### src/hdl/abao_pkg.sv
package abao_pkg;

	// ****************************************************
	// Sizes and register map
	// ****************************************************
	localparam int ABAO_DATA_W = 8;
	localparam int ABAO_RIDX_W = 6;
	localparam int ABAO_BADDR_W = 7;
	localparam int ABAO_REG_COUNT = 64;
	localparam logic [6:0] ABAO_OFS_RF_BASE = 7'h00;
	localparam logic [6:0] ABAO_OFS_ACC = 7'h40;
	localparam logic [6:0] ABAO_OFS_STATUS = 7'h41;
	localparam int ABAO_STAT_CARRY = 0;
	localparam int ABAO_STAT_DC = 1;
	localparam int ABAO_STAT_ZERO = 2;
	localparam logic [7:0] ABAO_RST_DATA = 8'h00;
	localparam logic [7:0] ABAO_RD_UNMAPPED = 8'h00;
	localparam int ABAO_OP_CYCLES = 1;

	// ****************************************************
	// Operations and carriers
	// ****************************************************
	typedef enum logic [2:0] {
		op_add_reg_with_carry = 3'h0,
		op_add_reg = 3'h1,
		op_add_imm_with_carry = 3'h2,
		op_add_imm = 3'h3,
		op_and_reg = 3'h4,
		op_and_imm = 3'h5,
		op_bit_clear = 3'h6,
		op_bit_set = 3'h7
	} abao_op_e;

	typedef struct packed {
		abao_op_e op;
		logic [5:0] raddr;
		logic dest;
		logic [2:0] bitsel;
		logic [7:0] imm;
	} abao_req_s;

	typedef struct packed {
		logic zero;
		logic digit_carry_flag;
		logic carry;
	} abao_flags_s;

endpackage
### src/hdl/abao_alu.sv
`timescale 1ns/10ps
// Summary of operation
// - Register add with carry, flags, one cycle.
// - Destination bit 0 to accumulator, 1 register.
// - Register add ignores carry-in, updates three flags.
// - Immediate add with carry, result to accumulator.
// - Immediate add without carry into accumulator.
// - Register AND, only zero flag changes.
// - Immediate AND into accumulator, zero flag only.
// - Bit clear forces one register bit low.
// - Bit set forces one register bit high.
// - Carry flag equals carry out of bit 7.
module abao_alu #(
	parameter int REG_COUNT = abao_pkg::ABAO_REG_COUNT
) (
	input wire logic clock,
	input wire logic sys_rst,
	input wire logic op_valid,
	input wire abao_pkg::abao_req_s op_req,
	input wire logic [abao_pkg::ABAO_BADDR_W-1:0] bus_addr,
	input wire logic [abao_pkg::ABAO_DATA_W-1:0] bus_wdata,
	input wire logic bus_wr,
	input wire logic bus_rd,
	output logic [abao_pkg::ABAO_DATA_W-1:0] bus_rdata,
	output logic [abao_pkg::ABAO_DATA_W-1:0] accumulator,
	output abao_pkg::abao_flags_s flags,
	output logic op_done
);
	import abao_pkg::*;

	// ****************************************************
	// Parameter check
	// ****************************************************
	if (REG_COUNT < 1 || REG_COUNT > ABAO_REG_COUNT) begin : g_chk
		$error("REG_COUNT must lie between 1 and 64.");
	end

	// ****************************************************
	// Adder shared by all four additions
	// ****************************************************
	// Returns {carry, digit carry, sum}.
	function automatic logic [9:0] alu_add(input logic [7:0] a,
		input logic [7:0] b, input logic cin);
		logic [4:0] lo;
		logic [4:0] hi;
		lo = {1'b0, a[3:0]} + {1'b0, b[3:0]} + {4'h0, cin};
		hi = {1'b0, a[7:4]} + {1'b0, b[7:4]} + {4'h0, lo[4]};
		return {hi[4], lo[4], hi[3:0], lo[3:0]};
	endfunction

	logic [7:0] rf_ff [REG_COUNT];
	logic [7:0] nxt_rf [REG_COUNT];
	logic [7:0] acc_ff;
	logic [7:0] nxt_acc;
	abao_flags_s flg_ff;
	abao_flags_s nxt_flg;
	logic [7:0] rdata_ff;
	logic [7:0] nxt_rdata;
	logic done_ff;
	logic nxt_done;
	logic [7:0] rf_rd;
	logic [7:0] opnd_b;
	logic add_cin;
	logic [9:0] add_res;
	logic [7:0] and_res;
	logic [7:0] bit_mask;
	logic bus_rf_hit;

	assign rf_rd = (int'(op_req.raddr) < REG_COUNT) ?
		rf_ff[op_req.raddr] : ABAO_RST_DATA;
	assign bus_rf_hit = (bus_addr < ABAO_OFS_ACC) &&
		(int'(bus_addr) < REG_COUNT);

	// ****************************************************
	// Operand selection
	// ****************************************************
	always_comb begin
		opnd_b = rf_rd;
		add_cin = 1'b0;
		unique case (op_req.op)
			op_add_reg_with_carry: begin
				add_cin = flg_ff.carry;
			end
			op_add_reg: begin
				add_cin = 1'b0;
			end
			op_add_imm_with_carry: begin
				opnd_b = op_req.imm;
				add_cin = flg_ff.carry;
			end
			op_add_imm, op_and_imm: begin
				opnd_b = op_req.imm;
			end
			op_and_reg, op_bit_clear, op_bit_set: begin
				opnd_b = rf_rd;
			end
		endcase
		add_res = alu_add(acc_ff, opnd_b, add_cin);
		and_res = acc_ff & opnd_b;
		bit_mask = 8'h01 << op_req.bitsel;
	end

	// ****************************************************
	// Next state of accumulator, flags and register file
	// ****************************************************
	// A bus write and an operation in the same cycle both land; when
	// they hit the same byte the operation wins, since it is assigned after
	// the write; in the status byte it replaces only the flags it updates.
	always_comb begin
		nxt_rf = rf_ff;
		nxt_acc = acc_ff;
		nxt_flg = flg_ff;
		nxt_done = 1'b0;
		nxt_rdata = ABAO_RD_UNMAPPED;
		if (bus_wr) begin
			if (bus_rf_hit) begin
				nxt_rf[bus_addr[5:0]] = bus_wdata;
			end else if (bus_addr == ABAO_OFS_ACC) begin
				nxt_acc = bus_wdata;
			end else if (bus_addr == ABAO_OFS_STATUS) begin
				nxt_flg.carry = bus_wdata[ABAO_STAT_CARRY];
				nxt_flg.digit_carry_flag = bus_wdata[ABAO_STAT_DC];
				nxt_flg.zero = bus_wdata[ABAO_STAT_ZERO];
			end
		end
		if (bus_rd) begin
			if (bus_rf_hit) begin
				nxt_rdata = rf_ff[bus_addr[5:0]];
			end else if (bus_addr == ABAO_OFS_ACC) begin
				nxt_rdata = acc_ff;
			end else if (bus_addr == ABAO_OFS_STATUS) begin
				nxt_rdata[ABAO_STAT_CARRY] = flg_ff.carry;
				nxt_rdata[ABAO_STAT_DC] = flg_ff.digit_carry_flag;
				nxt_rdata[ABAO_STAT_ZERO] = flg_ff.zero;
			end
		end
		if (op_valid) begin
			nxt_done = 1'b1;
			unique case (op_req.op)
				op_add_reg_with_carry, op_add_reg: begin
					if (op_req.dest) begin
						nxt_rf[op_req.raddr] = add_res[7:0];
					end else begin
						nxt_acc = add_res[7:0];
					end
					nxt_flg.carry = add_res[9];
					nxt_flg.digit_carry_flag = add_res[8];
					nxt_flg.zero = (add_res[7:0] == 8'h00);
				end
				op_add_imm_with_carry, op_add_imm: begin
					nxt_acc = add_res[7:0];
					nxt_flg.carry = add_res[9];
					nxt_flg.digit_carry_flag = add_res[8];
					nxt_flg.zero = (add_res[7:0] == 8'h00);
				end
				op_and_reg: begin
					if (op_req.dest) begin
						nxt_rf[op_req.raddr] = and_res;
					end else begin
						nxt_acc = and_res;
					end
					nxt_flg.zero = (and_res == 8'h00);
				end
				op_and_imm: begin
					nxt_acc = and_res;
					nxt_flg.zero = (and_res == 8'h00);
				end
				op_bit_clear: begin
					nxt_rf[op_req.raddr] = rf_rd & ~bit_mask;
				end
				op_bit_set: begin
					nxt_rf[op_req.raddr] = rf_rd | bit_mask;
				end
			endcase
		end
	end

	always_ff @(posedge clock or posedge sys_rst) begin
		if (sys_rst) begin
			for (int i = 0; i < REG_COUNT; i++) begin
				rf_ff[i] <= ABAO_RST_DATA;
			end
			acc_ff <= ABAO_RST_DATA;
			flg_ff <= '0;
			rdata_ff <= ABAO_RST_DATA;
			done_ff <= 1'b0;
		end else begin
			rf_ff <= nxt_rf;
			acc_ff <= nxt_acc;
			flg_ff <= nxt_flg;
			rdata_ff <= nxt_rdata;
			done_ff <= nxt_done;
		end
	end

	assign bus_rdata = rdata_ff;
	assign accumulator = acc_ff;
	assign flags = flg_ff;
	assign op_done = done_ff;

	// ****************************************************
	// Checks
	// ****************************************************
	// Helper values captured in the issue cycle; only the checks use them.
	logic [8:0] chk_sum_c;
	logic [8:0] chk_sum_nc;
	logic [7:0] chk_rf_now;
	logic [4:0] chk_lo_nc;
	logic chk_op_quiet;
	assign chk_sum_c = {1'b0, acc_ff} + {1'b0, opnd_b} +
		{8'h00, flg_ff.carry};
	assign chk_sum_nc = {1'b0, acc_ff} + {1'b0, opnd_b};
	assign chk_lo_nc = {1'b0, acc_ff[3:0]} + {1'b0, opnd_b[3:0]};
	assign chk_rf_now = rf_rd;
	assign chk_op_quiet = op_valid && !bus_wr;
endmodule

### config.mk
export PLATFORM = sky130hd
export DESIGN_NAME = abao_alu
export DESIGN_NICKNAME = d
export VERILOG_FILES = /design/src/hdl/abao_pkg.sv /design/src/hdl/abao_alu.sv
export SDC_FILE = /design/constraint.sdc
export NUM_CORES = 2
export LEC_CHECK = 0
export BUFFER_PORTS_ARGS = -buffer_cell sky130_fd_sc_hd__buf_2
export CAP_MARGIN = 10
export CORE_UTILIZATION = 35
export DETAILED_ROUTE_END_ITERATION = 10
export PLACE_DENSITY_LB_ADDON = 0.25
export SLEW_MARGIN = 20
export SYNTH_ARGS = -nofsm -noshare
export SYNTH_HDL_FRONTEND = slang
export SYNTH_SLANG_ARGS = --single-unit
export TNS_END_PERCENT = 1
### constraint.sdc
create_clock -name clock -period 15.77 [get_ports clock]
set_input_delay 1.577 -clock clock [delete_from_list [all_inputs] [get_ports clock]]
set_output_delay 1.577 -clock clock [all_outputs]
set_load 0.05 [all_outputs]
* Yosys cells after proc, flatten, opt, wreduce, memory -nomap -nowiden
Cells that the tools add are included.
Storage, ports and cells: flip-flop bits (word level) 532, bits of input ports 41, output and inout bits 20, logic and storage cells 151
Operators by class: add/subtract/negate cells 4, magnitude comparators 6, equal/unequal tests 9, shift-type cells 1, multiplexer cells 43, bitwise operators 6, reductions and logical operators 12
Operators by type and width (number):
- bitwise mux 512 bit | 5
- 2-to-1 mux 512 bit | 5
- one-hot mux 512 bit (4 select lines) | 1
- 2-to-1 mux 8 bit | 15
- binary-select mux 8 bit (select 6 bit) | 2
- demux 8 bit (select 6 bit) | 2
- one-hot mux 8 bit (4 select lines) | 1
- 2-to-1 mux 3 bit | 7
- AND 8 bit | 2
- logical NOT 8 bit | 2
- == test 7 bit (second input constant) | 2
- greater-or-equal comparator 7 bit (second input constant) | 2
- < comparator 7 x 1 -> 1 bit (second input constant) | 2
- < comparator 7 bit (second input constant) | 2
- NOT 6 -> 7 bit | 2
- == test 3 bit (second input constant) | 4
- adder 4 x 4 -> 5 bit | 2
- adder 5 x 1 -> 5 bit | 2
- NOT 8 bit | 1
- bitwise OR 8 bit | 1
- OR reduction 2 bit | 4
- << shifter 1 x 3 -> 8 bit (first input constant) | 1
- == test 3 x 2 -> 1 bit (second input constant) | 2
- 2-to-1 mux 5 bit | 1
- 8 further kinds | 11

* Logic depth before layout (Yosys ltp)
word-level depth 12, gate-level depth with buffers 29, mapped depth without buffers 22

* Least setup slack after synthesis
OpenSTA, ideal clock, no wires.
path type in2reg, start input op_req[14] in the netlist's numbering, end register rf_ff[365] in the netlist's numbering, setup time 0.077 ns, data arrival time 6.463 ns, required time 15.693 ns, setup slack 9.230 ns, stages on the path 24, path buffers 5, cell sequence buf_6 -> buf_2 -> buf_2 -> mux2_2 -> a221o_1 -> a222oi_1 -> nor2_1 -> a211o_1 -> nor4_1 -> buf_2 -> buf_2 -> a21o_1 -> fa_1 -> inv_1 -> a21o_1 -> a21oi_1 -> fa_1 -> fa_1 -> or2_2 -> a21oi_1 -> nor2_1 -> a21oi_1 -> nor2_1 -> a21oi_1
RTL lines:
- from (decl) | RTL line abao_alu.sv:19 | input wire abao_pkg::abao_req_s op_req,
- to (signal assigned) | RTL line abao_alu.sv:188 | rf_ff <= nxt_rf;
- to (decl) | RTL line abao_alu.sv:51 | logic [7:0] rf_ff [REG_COUNT];

==> qor.csv <==
metric,value,unit
status,completed,
area of the core,113000,um2
Mapped Cells,4263,
most frequent cell on the critical path,buf_4,
R2R cell count,23,
Rows,123,
register area share after synthesis,33.2,%
LEAKAGE,17.6,nW
Worst Max-Slew Pin Slew,1410,ps
"Net Count, Synth",4316,
top-count cell post-synth,dfrtp_1,
fin crit share,57.2,%
Final ANT Viol Nets,0,
total grt overflow,0,
Power Density,169,nW/um2
hold_sp,rf_ff[112]$_DFF_PP0_,
critical path required time,16260,ps
Setup Buffers After CTS,0,
via count of the first global-routing pass,36100,
DP HPWL,131000,um
Post-synth ARST share,100,%
first-pass GRT wire length,283000,um
Final setup viols,0,
Post-synth EDFFs,0,
final setup TNS,0,ps
chip height,341,um
nets@finish,4113,
Tmin final,9010,ps
Vias,39700,
synthesized cell area,40100,um2
top post-synthesis cells by area,"dfrtp_1, mux2i_1, mux4_2",
worst skew pair latency,680,ps
Yosys top cell by area,dfrtp_1,
post-synth top area share,33.2,%
Final Hold Viols,0,
Num CTS Buffers,69,
clock share of power,23.9,%
Critical Path Max Stage Delay,830,ps
Top delay family on crit path,buffers and inverters,
DR DRC count,0,
pin count of the biggest net entering global routing,156,
Flop pwr share,37.5,%
IO buf count,60,
RePlAce Congestion,1.07,
cts repair resizes,0,
mean post-synth cell area,9.42,um2
Pint,0.00424,W
Sink Count,532,
register clock-pin slew on the reported worst setup and hold paths,60,ps
CTS tree,done,
Fillers,11200,
# IOs,61,
main flop type after synthesis,dfrtp_1,
cell at the slowest stage of the critical path,a21oi_4,
Yosys cell types,78,
#FFs+latches synth,532,
Startpoint Class,primary input,
Hold EP,rf_ff[112]$_DFF_PP0_,
Max-Cap Viols,0,
fmax,0.111,GHz
yosys warns,0,
worst-path fanout max,56,
Worst EP arrival,9500,ps
WL final,200000,um
Final Util,38.9,%
H-tree levels,3,
setup ws final,6760,ps
Net Switching,0.00319,W
Post-synth top cells,"dfrtp_1, mux2i_1, nand2_1, nor2_1, clkbuf_1",
flop2flop setup slack,8680,ps
Initial Utilization,35.5,%
DR iter-0 viols,7083,
Worst setup EP type,register,
Via density,7.07,
clock skew,40.6,ps
Slew Limit Headroom,5.48,%
Tot GR Track Use,33.4,%
CP bufs+invs,8,
chip width,341,um
DRT Pass-1 Iters,7,
R2R Path Start,rf_ff[120]$_DFF_PP0_,
Clock Tree Root,clkbuf_16,
"Slew Viols, Final",0,
Hold Path Depth,2,
Max VDD drop,85.0,uV
clock buffer depth,3,
dpl ws,6410,ps
CTS Hold Bufs,0,
die area,116000,um2
Comb power frac,38.6,%
initial antenna violation count,8,
Hold Crit Class,register to register,
synth-to-layout area growth,9.56,%
worst setup path class,primary input to register,
RSZ-0062 raised after global routing,false,
layout cell share with drive strength beyond 1,15.7,%
Sw Ratio,43.0,%
routed len/inst,35.6,um
r2r endpoint,rf_ff[47]$_DFF_PP0_,
==> worst max path at each step <==
stage | startpoint | end | slack (ps) | depth (start not counted)
after floorplan | sys_rst | accumulator[0]$_DFF_PP0_ | 6960 | 1
after global placement | op_req[13] | rf_ff[319]$_DFF_PP0_ | 6550 | 21
after detailed placement | op_req[13] | rf_ff[23]$_DFF_PP0_ | 6410 | 25
after CTS | op_req[13] | rf_ff[351]$_DFF_PP0_ | 7090 | 25
after global routing | op_req[13] | rf_ff[127]$_DFF_PP0_ | 6510 | 25
final | op_req[13] | rf_ff[47]$_DFF_PP0_ | 6760 | 26
==> cell families (layout without fill, tap and decap cells) <==
| kind of cell | count (synthesis) | in the layout | share of synthesized area (%) |
|---|---|---|---|
| multiplexers | 783 | 783 | 25.5 |
| other | 0 | 3 | 0 |
| AND/OR/NAND/NOR | 1166 | 1166 | 12.9 |
| adder cells (fa/ha/maj) | 12 | 12 | 0.449 |
| buffers and inverters | 459 | 313 | 4.93 |
| AO/OA/AOI/OAI | 1307 | 1307 | 23.0 |
| flip-flops | 532 | 532 | 33.2 |
| XOR/XNOR | 4 | 4 | 0.0873 |
==> registers in the layout (all words and copies together), names as in the netlist <==
| signal | cells |
|---|---|
| accumulator | 8 |
| op_done | 1 |
| rf_ff | 512 |
| bus_rdata | 8 |
| flags | 3 |
==> layout by cell type, fill, tap and decap left out, types with 123 or more instances in the layout <==
| cell | n |
|---|---|
| a21o_1 | 191 |
| nor3_1 | 123 |
| a21oi_1 | 293 |
| mux4_2 | 184 |
| nor2_1 | 395 |
| nand2_1 | 404 |
| dfrtp_1 | 532 |
| o21ai_0 | 179 |
| o221ai_1 | 244 |
| mux2i_1 | 521 |
==> through the flow <==
stage | cells | total power, W | hold slack [ps] | area (um2)
global route | 5617 | 0.00765 | 627 | 44000
detailed placement | 5488 | 0.00547 | 578 | 41400
CTS | 5616 | 0.00724 | 593 | 43900
floorplan | 4263 | 0.00430 | 530 | 40100
finish | 5620 | 0.00743 | 596 | 44000
global placement | 5488 | 0.00542 | 568 | 41400
==> routing by layer <==
layer / track usage, % / part of all wire (%) / vias to the layer above
met4: 17.1 / 6.1 / 6
met2: 46.5 / 41 / 3167
li1: - / - / 16000
met1: 45.3 / 39 / 19900
met5: 0 / 0.020 / -
met3: 11.8 / 14 / 682
==> power by group through the flow <==
stage / registers (W) / clock network (W) / logic [W]
6_report: 0.00279 / 0.00178 / 0.00287
5_1_grt: 0.00277 / 0.00183 / 0.00304
4_1_cts: 0.00270 / 0.00178 / 0.00276
3_5_place_dp: 0.00271 / 0 / 0.00276
3_3_place_gp: 0.00272 / 0 / 0.00270
2_1_floorplan: 0.00230 / 0 / 0.00200
==> layout make-up <==
type                       instances  area, um2  area share [%]
clock buffer                     109       2140            4.87
tap                             1500       1880            4.27
inverter                          24       93.8           0.213
multi-input combinational       3272      25100            57.0
timing repair buffer             161       1140            2.58
antenna                            3       7.51          0.0171
clock inverter                    19        343           0.780
sequential                       532      13300            30.3
==> tightest hold or removal path: stages (launching register included) <==
cell	delay, ps
dfrtp_1	370
mux2i_1	80
o22ai_1	100
Power figures use the tool's default switching activity.
